<file path="src/wdog_pkg.sv">
package wdog_pkg;

    // ------------------------------------------------------------
    // Timing
    // ------------------------------------------------------------
    localparam int          CLK_HZ           = 25_000_000;
    localparam int          CLK_PERIOD_NS    = 1_000_000_000 / CLK_HZ;
    localparam int          TIMEOUT_MS       = 100;
    localparam logic [15:0] MULT_RESET       = 16'h09c2;
    localparam int          TICK_EXTRA       = 2;
    localparam int          TICK_NS          = (int'(MULT_RESET) + TICK_EXTRA) * CLK_PERIOD_NS;
    localparam int          TIMER_RESET_INT  = (TIMEOUT_MS * 1_000_000) / TICK_NS;
    localparam logic [15:0] TIMER_RESET      = TIMER_RESET_INT[15:0];

    // ------------------------------------------------------------
    // Carriers
    // ------------------------------------------------------------
    typedef struct packed {
        logic [15:0] multiplier;
        logic [15:0] sync_time;
        logic [15:0] local_time;
    } wdog_cfg_type;

    typedef struct packed {
        logic sync_expired;
        logic local_expired;
        logic outputs_safe;
    } wdog_status_type;

endpackage

</file>
<file path="src/dual_comm_watchdog.sv">
`timescale 1ns/1ps
// How it works
// - Two independent watchdogs, fieldbus and local interface, each defaulting to 100 ms.
// - Only a successful fieldbus process-data exchange restarts the sync-channel count.
// - Enabled sync-channel watchdog that runs out flags expiry and forces outputs FALSE.
// - Sync-channel expiry leaves the run state untouched; only outputs go safe.
// - Enabled local-interface watchdog that sees no access for its time flags expiry.
// - A base tick is multiplier plus two clock periods; the multiplier is shared, default 2498.
// - Each watchdog has its own count; its timeout is count times base tick.
// - A sync-channel count of zero disables that watchdog completely.
module dual_comm_watchdog #(
    parameter logic [15:0] MULT_DEFAULT  = wdog_pkg::MULT_RESET,
    parameter logic [15:0] SYNC_DEFAULT  = wdog_pkg::TIMER_RESET,
    parameter logic [15:0] LOCAL_DEFAULT = wdog_pkg::TIMER_RESET
) (
    // Clock and reset
    input  wire logic                       mclk,
    input  wire logic                       rst_n,
    // Configuration, loaded while cfg_load is high
    input  wire logic                       cfg_load,
    input  wire wdog_pkg::wdog_cfg_type     cfg_in,
    // Traffic events
    input  wire logic                       sync_exchange_ok,
    input  wire logic                       local_access,
    // Run state and process outputs
    input  wire logic                       run_state,
    input  wire logic [7:0]                 outputs_in,
    output      logic [7:0]                 outputs_out,
    output      logic                       run_state_out,
    output      wdog_pkg::wdog_status_type  status
);

    // ------------------------------------------------------------
    // Configuration
    // ------------------------------------------------------------
    // Taken while cfg_load is high; a change in mid-count acts at once
    wdog_pkg::wdog_cfg_type cfg_r;
    wdog_pkg::wdog_cfg_type cfg_nxt;

    always_comb begin
        if (cfg_load) begin
            cfg_nxt = cfg_in;
        end else begin
            cfg_nxt = cfg_r;
        end
    end

    always_ff @(posedge mclk) begin
        if (!rst_n) begin
            cfg_r.multiplier <= MULT_DEFAULT;
            cfg_r.sync_time  <= SYNC_DEFAULT;
            cfg_r.local_time <= LOCAL_DEFAULT;
        end else begin
            cfg_r <= cfg_nxt;
        end
    end

    // ------------------------------------------------------------
    // Base tick
    // ------------------------------------------------------------
    // Free running and shared: events do not restart it, so an expiry
    // may come up to one tick before the full programmed time
    logic [16:0] pre_r;
    logic [16:0] pre_nxt;
    logic [16:0] pre_last;
    logic        tick;

    // Last prescaler value of a tick, multiplier + 1
    function automatic logic [16:0] tick_last(input logic [15:0] mult);
        logic [16:0] extra;
        extra = 17'(wdog_pkg::TICK_EXTRA - 1);
        return {1'b0, mult} + extra;
    endfunction

    // Greater-or-equal so a multiplier lowered in mid-count cannot strand it
    always_comb begin
        pre_last = tick_last(cfg_r.multiplier);
        tick     = (pre_r >= pre_last);
        if (tick) begin
            pre_nxt = 17'h00000;
        end else begin
            pre_nxt = pre_r + 17'h00001;
        end
    end

    always_ff @(posedge mclk) begin
        if (!rst_n) begin
            pre_r <= 17'h00000;
        end else begin
            pre_r <= pre_nxt;
        end
    end

    // ------------------------------------------------------------
    // Watchdog step
    // ------------------------------------------------------------
    // Next count; parks at zero when disabled or restarted
    function automatic logic [15:0] wd_count(input logic [15:0] cnt,
                                             input logic        expd,
                                             input logic [15:0] limit,
                                             input logic        restart,
                                             input logic        tk);
        logic [15:0] inc;
        logic [15:0] res;
        inc = cnt + 16'h0001;
        res = cnt;
        if (limit == 16'h0000) begin
            res = 16'h0000;
        end else if (restart) begin
            res = 16'h0000;
        end else if (tk && !expd && (inc < limit)) begin
            res = inc;
        end
        return res;
    endfunction

    // Next expiry flag; a restart beats a tick in the same cycle, since
    // the link has just shown that it is alive
    function automatic logic wd_expired(input logic [15:0] cnt,
                                        input logic        expd,
                                        input logic [15:0] limit,
                                        input logic        restart,
                                        input logic        tk);
        logic [15:0] inc;
        logic        res;
        inc = cnt + 16'h0001;
        res = expd;
        if (limit == 16'h0000) begin
            res = 1'b0;
        end else if (restart) begin
            res = 1'b0;
        end else if (tk && (inc >= limit)) begin
            res = 1'b1;
        end
        return res;
    endfunction

    // ------------------------------------------------------------
    // Sync-channel watchdog
    // ------------------------------------------------------------
    logic [15:0] sync_cnt_r;
    logic [15:0] sync_cnt_nxt;
    logic        sync_exp_r;
    logic        sync_exp_nxt;
    logic        sync_on;

    always_comb begin
        sync_on      = (cfg_r.sync_time != 16'h0000);
        sync_cnt_nxt = wd_count(sync_cnt_r, sync_exp_r, cfg_r.sync_time,
                                sync_exchange_ok, tick);
        sync_exp_nxt = sync_on && wd_expired(sync_cnt_r, sync_exp_r,
                                             cfg_r.sync_time,
                                             sync_exchange_ok, tick);
    end

    always_ff @(posedge mclk) begin
        if (!rst_n) begin
            sync_cnt_r <= 16'h0000;
            sync_exp_r <= 1'b0;
        end else begin
            sync_cnt_r <= sync_cnt_nxt;
            sync_exp_r <= sync_exp_nxt;
        end
    end

    // ------------------------------------------------------------
    // Local-interface watchdog
    // ------------------------------------------------------------
    // Flags only; it does not touch the process outputs
    logic [15:0] local_cnt_r;
    logic [15:0] local_cnt_nxt;
    logic        local_exp_r;
    logic        local_exp_nxt;
    logic        local_on;

    always_comb begin
        local_on      = (cfg_r.local_time != 16'h0000);
        local_cnt_nxt = wd_count(local_cnt_r, local_exp_r, cfg_r.local_time,
                                 local_access, tick);
        local_exp_nxt = local_on && wd_expired(local_cnt_r, local_exp_r,
                                               cfg_r.local_time,
                                               local_access, tick);
    end

    always_ff @(posedge mclk) begin
        if (!rst_n) begin
            local_cnt_r <= 16'h0000;
            local_exp_r <= 1'b0;
        end else begin
            local_cnt_r <= local_cnt_nxt;
            local_exp_r <= local_exp_nxt;
        end
    end

    // ------------------------------------------------------------
    // Process outputs
    // ------------------------------------------------------------
    // Uses the next flag so outputs clear on the very edge of expiry
    logic [7:0] out_r;
    logic [7:0] out_nxt;

    always_comb begin
        if (sync_exp_nxt) begin
            out_nxt = 8'h00;
        end else begin
            out_nxt = outputs_in;
        end
    end

    always_ff @(posedge mclk) begin
        if (!rst_n) begin
            out_r <= 8'h00;
        end else begin
            out_r <= out_nxt;
        end
    end

    // ------------------------------------------------------------
    // Status and run state
    // ------------------------------------------------------------
    // Run state passes straight through; expiry never alters it
    assign outputs_out          = out_r;
    assign run_state_out        = run_state;
    assign status.sync_expired  = sync_exp_r;
    assign status.local_expired = local_exp_r;
    assign status.outputs_safe  = sync_exp_r;

endmodule // dual_comm_watchdog

</file>
<file path="config.mk">
export PLATFORM = sky130hd
export DESIGN_NAME = dual_comm_watchdog
export DESIGN_NICKNAME = d
export VERILOG_FILES = /design/src/wdog_pkg.sv /design/src/dual_comm_watchdog.sv
export SDC_FILE = /design/constraint.sdc
export NUM_CORES = 1
export LEC_CHECK = 0
export ABC_AREA = 0
export BUFFER_PORTS_ARGS = -buffer_cell sky130_fd_sc_hd__buf_2
export CORE_ASPECT_RATIO = 0.6
export CORE_MARGIN = 10
export CORE_UTILIZATION = 35
export CTS_CLUSTER_DIAMETER = 150
export CTS_CLUSTER_SIZE = 14
export DETAILED_ROUTE_END_ITERATION = 8
export PLACE_DENSITY = 0.61
export SLEW_MARGIN = 15
export SYNTH_ARGS = -nofsm -noshare
export SYNTH_HDL_FRONTEND = slang
export SYNTH_SLANG_ARGS = --single-unit
</file>
<file path="constraint.sdc">
create_clock -name mclk -period 3.5 [get_ports mclk]
set_input_delay 0.525 -clock mclk [delete_from_list [all_inputs] [get_ports mclk]]
set_output_delay 0.525 -clock mclk [all_outputs]
set_load 0.05 [all_outputs]
</file>
==> qor.txt, run 1 <==
CP Class: reg2reg
WL/cell: 14.99 um
CTS H-tree lvls: 3
Tot GR Track Use: 0.1338
Most used cell, CP: nand4_1
PwrDens: 338.6 nW/um^2
Max Cap Viol: 0
Ant. Diodes: 0
Clock Skew: 16.34 ps
Num CTS Buffers: 9
DP Worst Slack: -40.37 ps
Detailed Routing Iterations Pass 1: 4
Tmin final: 3386 ps
Layout cells sized above 1: 0.2189
Worst EP arrival: 3660 ps
Worst setup margin: 113.7 ps
Crit path buf inv count: 3
PortBufs: 71
Initial antenna violation count: 0
CP startpoint kind: flop
Yosys reg bits: 107
Setup-failing EPs final: 0
Net count, final: 924
Post-synth EDFFs: 0
Ys async rst share: 0
Max Clock Freq: 0.2953 GHz
Largest net degree at the start of global routing: 56
Status: complete, no violations
Crit-path cells: buf_4, and4_4, nand4_1, or3_4, xnor2_2, ha_1, nand4_1, nor3_2, a21oi_2, nand4_1, buf_6, buf_4, or4_1, a21oi_1
Routed WL: 15,700 um
RSZ-0062 raised after global routing: yes
Filler cells: 1,724
Width of the die: 191.1 um
Core Region: 17,180 um^2
Detail Route Antenna Nets: 0
Crit path from: local_cnt_r[0]
Reg2reg start: local_cnt_r[0]
First-pass GRT wire length: 25,620 um
Critical path's top delay family: simple AND/OR/NAND/NOR gates
Cell count after synthesis: 715
CP peak stage delay: 460 ps
Vias per inst: 4.998
DRC: 0
Final hold vios: 0
Register clock-pin slew on the reported worst setup and hold paths: 80 ps
Synthesized area: 6150 um^2
Die Footprint: 23,450 um^2
Top FF cell, synth: dfxtp_1
Placed wire-length estimate: 11,640 um
Number of global-route vias before repair: 4,973
Syn nets: 830
Worst Hold Class: in2reg
Root buffer cell: clkbuf_16
Required @ worst endpoint: 3780 ps
CTS sink count: 107
Rel. slew slack: 0.4189
Yosys cell types: 50
Rows: 37
Final GP Congestion: 0.7704
CTS Buffer Depth: 2
Slowest stage cell, crit path: or3_4
Grt ovf: 0
Syn_area_per_cell: 8.601 um^2
TritonCTS clock tree: built
Pleak: 3.208 nW
Critical Path End Type: flop
Fin util: 0.4352
Starting Density: 0.3581
Worst VDD drop: 238.4 uV
Starting DRT DRC Count: 360
IO Pins: 74
Later-pin clock latency in the skew report: 360 ps
Crit Path Max Fanout: 7
Hold path startpoint: cfg_in[43]
Ys Warns: 0
Most common cell after layout, fill and taps aside: dfxtp_1
Vias: 5,233
Most frequent cells in the layout: dfxtp_1 (100), buf_2 (71), nand2_1 (67), ha_1 (52)
Worst Tran Pin Value: 869.0 ps
Die height: 122.7 um
Area grow syn2layout: 21.55%
Sequential area share after synthesis: 0.3483
Slew Limit Fails: 0
Final period utilization: 0.9675
cells in the mapped netlist (all sizes together) (2+ instances only):
| cell | n | area share |
|---|---|---|
| nor4 | 10 | 0.010 |
| nand4 | 22 | 0.022 |
| clkbuf | 24 | 0.015 |
| o211ai | 13 | 0.016 |
| nor2 | 44 | 0.030 |
| a21o | 2 | 0.0024 |
| dfxtp | 107 | 0.35 |
| and4 | 3 | 0.0045 |
| nor2b | 33 | 0.034 |
| or2 | 3 | 0.0031 |
| or4 | 24 | 0.030 |
| a211oi | 2 | 0.0024 |
| nand4b | 2 | 0.0028 |
| buf | 12 | 0.011 |
| mux2i | 36 | 0.059 |
| nand3 | 21 | 0.020 |
| xor2 | 23 | 0.033 |
| nand2 | 68 | 0.042 |
| o21ai | 15 | 0.012 |
| and2 | 4 | 0.0041 |
| o41ai | 2 | 0.0028 |
| a21oi | 51 | 0.042 |
| and3 | 10 | 0.010 |
| inv | 47 | 0.029 |
| nor3 | 6 | 0.0049 |
| ha | 53 | 0.11 |
| nand2b | 3 | 0.0031 |
| xnor2 | 34 | 0.048 |
| o31ai | 24 | 0.029 |
| or3 | 6 | 0.0061 |
report_power, final:
group | switching, mW | leakage, nW | internal (mW) | total (mW)
clock network | 0.499 | 0.130 | 0.489 | 0.988
registers | 0.0326 | 0.879 | 1.26 | 1.29
logic | 0.144 | 2.20 | 0.107 | 0.251
total | 0.676 | 3.21 | 1.85 | 2.53
timing repair:
item                                    CTS  global route
buffers inserted                          2            14
gates resized for setup                   2            40
endpoints found under the setup margin   11            54
hold buffers                              0             0
pin swaps                                 3            19
per-layer routing:
metal / GRT usage / share of wire / up-vias
met5: 0 / 0 / -
met2: 0.1785 / 0.38 / 102
met1: 0.1985 / 0.54 / 2402
met3: 0.04759 / 0.070 / 13
li1: - / - / 2716
met4: 0.02721 / 0.0087 / 0
worst paths after layout:
path	end	cells past startpoint	slack (ps)
worst min-delay path	cfg_r[43]	3	380
worst max-delay path	local_cnt_r[14]	14	110
worst max register to register	local_cnt_r[14]	14	110
worst min register to register	pre_r[0]	1	470
state kept, by name, indices dropped and copies added, names as in the netlist:
register,flops
sync_cnt_r,16
pre_r,17
sync_exp_r,1
cfg_r,48
local_exp_r,1
outputs_out,8
local_cnt_r,16
logic make-up after synthesis:
logic type	count (synthesis)	synth area share
AND/OR/NAND/NOR	260	0.2273
flip-flops	107	0.3483
buffers and inverters	83	0.05473
XOR/XNOR	57	0.08118
AO/OA/AOI/OAI	119	0.1221
multiplexers	36	0.05860
adder cells (fa/ha/maj)	53	0.1078
layout make-up:
class / count / area, um^2 / area share
Clock buffer: 9 / 225.2 / 0.03013
Sequential cell: 107 / 2151 / 0.2877
Multi-Input combinational cell: 525 / 3804 / 0.5089
Clock inverter: 6 / 48.80 / 0.006528
Inverter: 47 / 176.4 / 0.02360
Tap cell: 234 / 292.8 / 0.03917
Timing Repair Buffer: 119 / 777.0 / 0.1040
stage by stage:
stage / power [mW] / cells / area [um^2] / hold slack (ps) / setup TNS [ps]
after floorplan: 1.482 / 715 / 6152 / 425.5 / 0
after global placement: 1.564 / 1016 / 6915 / 443.7 / 0
after detailed placement: 1.567 / 1016 / 6915 / 451.6 / -203.9
after CTS: 2.550 / 1033 / 7211 / 370.6 / 0
after global routing: 2.638 / 1047 / 7475 / 380.0 / -503.5
final: 2.531 / 1047 / 7475 / 375.7 / 0
worst reg2reg max path: stages, from the launching register on:
cell	delay (ps)
dfxtp_2	360
buf_4	140
and4_4	220
nand4_1	180
or3_4	460
xnor2_2	150
ha_1	310
nand4_1	220
nor3_2	90
a21oi_2	160
nand4_1	160
buf_6	170
buf_4	160
or4_1	410
a21oi_1	130
(Power assumes the default switching activity.)
==> run 2: changes to the inputs <==
clock period = 3 ns   (was 3.5 ns; I/O delays follow)
==> qor.txt, run 2 (synthesized netlist as in run 1, its figures left out) <==
Status: finished with violations
Violated checks: setup timing
Later-pin clock latency in the skew report: 360 ps (about the same)
CP Class: reg2reg
Most common cell after layout, fill and taps aside: buf_4
Final GP Congestion: 0.8087 (+5.0%)
CTS Buffer Depth: 2 (unchanged)
CTS sink count: 107 (unchanged)
Clock share of power: 0.394 (+0.004)
Worst VDD drop: 243.0 uV (+1.9%)
Leading registers by flop count: cfg_r (48), pre_r (17)
Starting Density: 0.3581 (unchanged)
Sw Ratio: 0.2780 (+0.01088)
R2r setup slk: -270 ps (-380 ps)
PwrDens: 352.9 nW/um^2 (+4.2%)
RSZ-0062 raised after global routing: yes
Grt ovf: 0 (unchanged)
First-pass GRT wire length: 28,550 um (+11%)
Power after layout: 3.051 mW (+21%)
Initial antenna violation count: 0 (unchanged)
Area grow syn2layout: 40.57%
Critical Path End Type: flop
Final period utilization: 1.090 (+0.1226)
Core Region: 17,180 um^2 (unchanged)
Worst Hold Class: in2reg
DP Worst Slack: -226.3 ps (-185.9 ps)
Num CTS Buffers: 9 (unchanged)
Number of global-route vias before repair: 5,504 (+11%)
Layout cells sized above 1: 0.3743 (+0.1553)
Max Cap Viol: 0 (unchanged)
Hold-fix buffers, CTS: 0 (unchanged)
Die Footprint: 23,450 um^2 (unchanged)
Clock Skew: 8.249 ps (-8.092 ps)
Detail Route Antenna Nets: 0 (unchanged)
PortBufs: 71 (unchanged)
Max reg flops: 48 (unchanged)
Rows: 37 (unchanged)
Required @ worst endpoint: 3270 ps (-510 ps)
CTS H-tree lvls: 3 (unchanged)
Worst Tran Pin Value: 975.3 ps (+106.4 ps)
Placed wire-length estimate: 12,410 um (+6.7%)
WL/cell: 16.79 um (+12%)
Post-route setup TNS: -5274 ps (-5274 ps)
Tot GR Track Use: 0.1493 (+0.01542)
Root buffer cell: clkbuf_16
TritonCTS clock tree: built
Tmin final: 3270 ps (-116.0 ps)
Net Switching: 848.1 uW (+25%)
Largest net degree at the start of global routing: 42 (-25%)
Die height: 122.7 um (unchanged)
Net count, final: 989 (+7.0%)
Vias: 5,703 (+9.0%)
Final hold vios: 0 (unchanged)
Reg power frac: 0.493 (-0.017)
Crit Path Max Fanout: 7 (unchanged)
Comb pwr share: 0.112 (+0.013)
Setup-failing EPs final: 34 (+34)
Starting DRT DRC Count: 337 (-6.4%)
Final instance area: 8645 um^2 (+16%)
Worst EP arrival: 3540 ps (-120 ps)
Biggest register: cfg_r
Worst setup margin: -270.3 ps (-384.0 ps)
Register clock-pin slew on the reported worst setup and hold paths: 80 ps (about the same)
Detailed Routing Iterations Pass 1: 5 (+1)
CP startpoint kind: flop
Vias per inst: 5.124 (+2.5%)
Max Clock Freq: 0.3058 GHz (+3.5%)
Slew Limit Fails: 0 (unchanged)
Most frequent cells in the layout: buf_4 (93), dfxtp_1 (92), buf_2 (71), nand2_1 (67), ha_1 (50)
Pleak: 3.696 nW (+15%)
Routed WL: 18,690 um (+19%)
Rel. slew slack: 0.3412 (-0.07773)
DP Area: 7373 um^2 (+6.6%)
Int Power: 2.202 mW (+19%)
IO Pins: 74 (unchanged)
Ant. Diodes: 0 (unchanged)
DRC: 0 (unchanged)
Width of the die: 191.1 um (unchanged)
Fin util: 0.5033 (+0.06811)
[run 2: cell types whose count changed in the layout (fill, tap and decap cells not counted), sizes merged]
cell	before	now
clkbuf	9	14
buf	119	178
clkinvlp	2	0
clkinv	1	3
o221a	1	2
inv	50	51
[run 2: stage by stage]
step                      instances  hold WS [ps]
after floorplan                 715         425.5
after global placement         1064         440.8
after detailed placement       1064         469.1
after CTS                      1098         303.0
after global routing           1113         317.7
final                          1113         308.2
[run 2: path summary, 6_finish.rpt]
check	start	endpoint	depth (start not counted)
max	local_cnt_r[1]	local_cnt_r[15]	15
min	cfg_in[43]	cfg_r[43]	3
max reg2reg	local_cnt_r[1]	local_cnt_r[15]	15
min reg2reg	pre_r[0]	pre_r[0]	1
[run 2: critical path, cell delays in order (launching register included)]
cell and delay [ps]:
dfxtp_4 380, ha_4 150, nand3_4 80, or4_4 460, nor2_8 140, nand3_4 90
xnor2_2 150, ha_1 300, o21ai_0 160, o22ai_1 100, nor2_1 150, nand4_1 140
buf_6 160, buf_12 130, or4_1 430, a21oi_2 150
[run 2: cell type report]
class,instances,area [um^2]
Inverter,47,176.4
Sequential cell,107,2171
Multi-Input combinational cell,526,4298
Fill cell,1603,8531
Clock buffer,9,225.2
Tap cell,234,292.8
Timing Repair Buffer,183,1414
Clock inverter,7,67.56
[run 2: metal layers]
layer  global-route usage  part of all wire  routed length, um
met3              0.04504             0.072               1341
met1               0.2183              0.52               9759
met5                    0                 0                  0
met2               0.2102              0.40               7484
met4              0.02867            0.0053                 99
[run 2: power groups by stage]
stage | clock [mW] | combinational (mW) | sequential [mW]
after global routing | 1.29 | 0.381 | 1.51
final | 1.20 | 0.342 | 1.51
after CTS | 1.22 | 0.314 | 1.50
after detailed placement | 0 | 0.306 | 1.54
after floorplan | 0 | 0.181 | 1.55
after global placement | 0 | 0.300 | 1.54
[run 2: what timing repair did]
item	4_1_cts	5_1_grt
setup endpoints to repair	56	59
pin swaps	25	64
setup buffers	14	12
gates resized for setup	32	120
gates cloned	4	5
==> run 3: changes to the inputs <==
==> constraint.sdc (replaced) <==
create_clock -name mclk -period 3 [get_ports mclk]
set_input_delay 0.3 -clock mclk [delete_from_list [all_inputs] [get_ports mclk]]
set_output_delay 0.3 -clock mclk [all_outputs]
set_load 0.05 [all_outputs]
==> qor.txt, run 3 (synthesized netlist as in run 1, its figures left out) <==
Root buffer cell: clkbuf_16
Routed WL: 16,790 um (-10%)
Worst EP arrival: 3510 ps (-30 ps)
CTS Buffer Depth: 2 (unchanged)
Violated checks: setup timing
Detailed Routing Iterations Pass 1: 5 (unchanged)
Reg2reg start: local_cnt_r[1]
Pleak: 3.580 nW (-3.1%)
Slew Limit Fails: 0 (unchanged)
Leading registers by flop count: cfg_r (48), pre_r (17)
Vias: 5,471 (-4.1%)
Setup-failing EPs final: 29 (-15%)
DRC: 0 (unchanged)
Largest net degree at the start of global routing: 33 (-21%)
Width of the die: 191.1 um (unchanged)
CP Class: reg2reg
Critical R2R Capture: local_cnt_r[2]
Power after layout: 3.107 mW (+1.9%)
IO Pins: 74 (unchanged)
Tmin final: 3251 ps (-19.52 ps)
First-pass GRT wire length: 26,950 um (-5.6%)
Final period utilization: 1.084 (-0.006505)
Grt ovf: 0 (unchanged)
Worst Hold Class: in2reg
Die Footprint: 23,450 um^2 (unchanged)
PortBufs: 71 (unchanged)
Worst setup margin: -250.8 ps (+19.52 ps)
Starting Density: 0.3581 (unchanged)
Most common cell after layout, fill and taps aside: dfxtp_1
Final GP Congestion: 0.8188 (+1.2%)
Vias per inst: 4.983 (-2.8%)
Crit Path Max Fanout: 12 (+5)
Max reg flops: 48 (unchanged)
Required @ worst endpoint: 3260 ps (about the same)
Hold WS: 155.8 ps (-152.3 ps)
Register clock-pin slew on the reported worst setup and hold paths: 80 ps (about the same)
Max Clock Freq: 0.3076 GHz (+0.60%)
Most frequent cells in the layout: dfxtp_1 (95), buf_4 (85), buf_2 (71), nand2_1 (67), ha_1 (51)
Initial antenna violation count: 0 (unchanged)
Worst VDD drop: 409.8 uV (+69%)
WL/cell: 15.29 um (-8.9%)
Biggest register: cfg_r
R2r setup slk: -250 ps (+20 ps)
Clock Skew: 10.29 ps (+2.043 ps)
Final hold vios: 0 (unchanged)
Rows: 37 (unchanged)
PwrDens: 381.7 nW/um^2 (+8.2%)
RSZ-0062 raised after global routing: yes
Min-Delay Path Depth: 3 (unchanged)
Worst Reg-to-Reg Cells: 13 (-2)
Slowest stage cell, crit path: or3_4
CTS sink count: 107 (unchanged)
Cells after DPL: 1,067 (+0.28%)
Area grow syn2layout: 32.37%
CTS H-tree lvls: 3 (unchanged)
Post-route setup TNS: -4059 ps (+1216 ps)
Cell Count, Final, Fillers Out: 1,098 (-1.3%)
Later-pin clock latency in the skew report: 360 ps (about the same)
Detail Route Antenna Nets: 0 (unchanged)
CP peak stage delay: 460 ps (about the same)
Hold path startpoint: outputs_in[0]
CP startpoint kind: flop
Worst Tran Pin Value: 915.8 ps (-59.50 ps)
Placed wire-length estimate: 12,240 um (-1.4%)
Core Region: 17,180 um^2 (unchanged)
Ant. Diodes: 0 (unchanged)
Num CTS Buffers: 9 (unchanged)
Number of global-route vias before repair: 5,246 (-4.7%)
Max Cap Viol: 0 (unchanged)
Crit-path cells: and4_4, nand4_1, or3_4, xnor2_2, ha_1, a211oi_2, o22ai_1, nor2_1, nand4_1, buf_6, buf_8, or4_4, a21oi_1
Hold EP: outputs_out[0]
Tot GR Track Use: 0.1395 (-0.009784)
Status: finished with violations
Most used cell, CP: nand4_1
Starting DRT DRC Count: 226 (-33%)
Layout cells sized above 1: 0.3032 (-0.07105)
Critical Path End Type: flop
Rel. slew slack: 0.3876 (+0.04639)
Die height: 122.7 um (unchanged)
TritonCTS clock tree: built
Net count, final: 974 (-1.5%)
## run 3: power by group
| part | internal, mW | leakage, nW | switching [mW] |
|---|---|---|---|
| combinational | 0.142 | 2.54 | 0.179 |
| clock | 0.674 | 0.157 | 0.609 |
| sequential | 1.47 | 0.881 | 0.0374 |
| total | 2.28 | 3.58 | 0.825 |
## run 3: repair_timing
action                                 CTS  global route
gates cloned                             1             2
pin swaps                               21            23
setup endpoints to repair               56            59
setup buffers                            6             6
endpoints found under the hold margin    0             0
hold buffers                             0             0
gates resized for setup                 24            44
## run 3: critical path: cells and delay by family (launching register included)
| kind | cells | cell delay (ps) |
|---|---|---|
| buf+inv | 2 | 280 |
| xor+xnor | 1 | 140 |
| fa+ha+maj | 1 | 330 |
| compound gates | 3 | 450 |
| flops | 1 | 380 |
| simple gates | 6 | 1560 |
## run 3: layer usage
layer	up-vias	part of all wire	routed length, um	track usage
met1	2514	0.55	9179	0.2107
met3	8	0.065	1088	0.03853
li1	2820	-	-	-
met2	129	0.38	6443	0.1918
met4	0	0.0049	82	0.02332
met5	-	0	0	0
## run 3: per-stage QoR
step | utilization | worst slack (ps) | cell area [um^2]
after floorplan | - | -61.93 | 6272
after global placement | 0.4313 | -198.3 | 7408
after detailed placement | 0.4313 | -297.2 | 7408
after CTS | 0.4594 | -269.3 | 7890
after global routing | 0.4740 | -419.8 | 8140
final | 0.4740 | -250.8 | 8140
## run 3: final cells by class
class / instances / area, um^2
Sequential cell: 107 / 2162
Multi-Input combinational cell: 526 / 4008
Tap cell: 234 / 292.8
Clock buffer: 9 / 225.2
Timing Repair Buffer: 168 / 1181
Fill cell: 1632 / 9035
Inverter: 47 / 176.4
Clock inverter: 7 / 95.09
## run 3: how the worst max path moves through the flow
stage	startpoint	end
3_3_place_gp	local_cnt_r[1]	local_cnt_r[11]
3_5_place_dp	local_cnt_r[1]	local_cnt_r[10]
2_1_floorplan	local_cnt_r[0]	local_cnt_r[13]
6_report	local_cnt_r[1]	local_cnt_r[2]
5_1_grt	local_cnt_r[1]	local_cnt_r[8]
4_1_cts	local_cnt_r[1]	local_cnt_r[14]
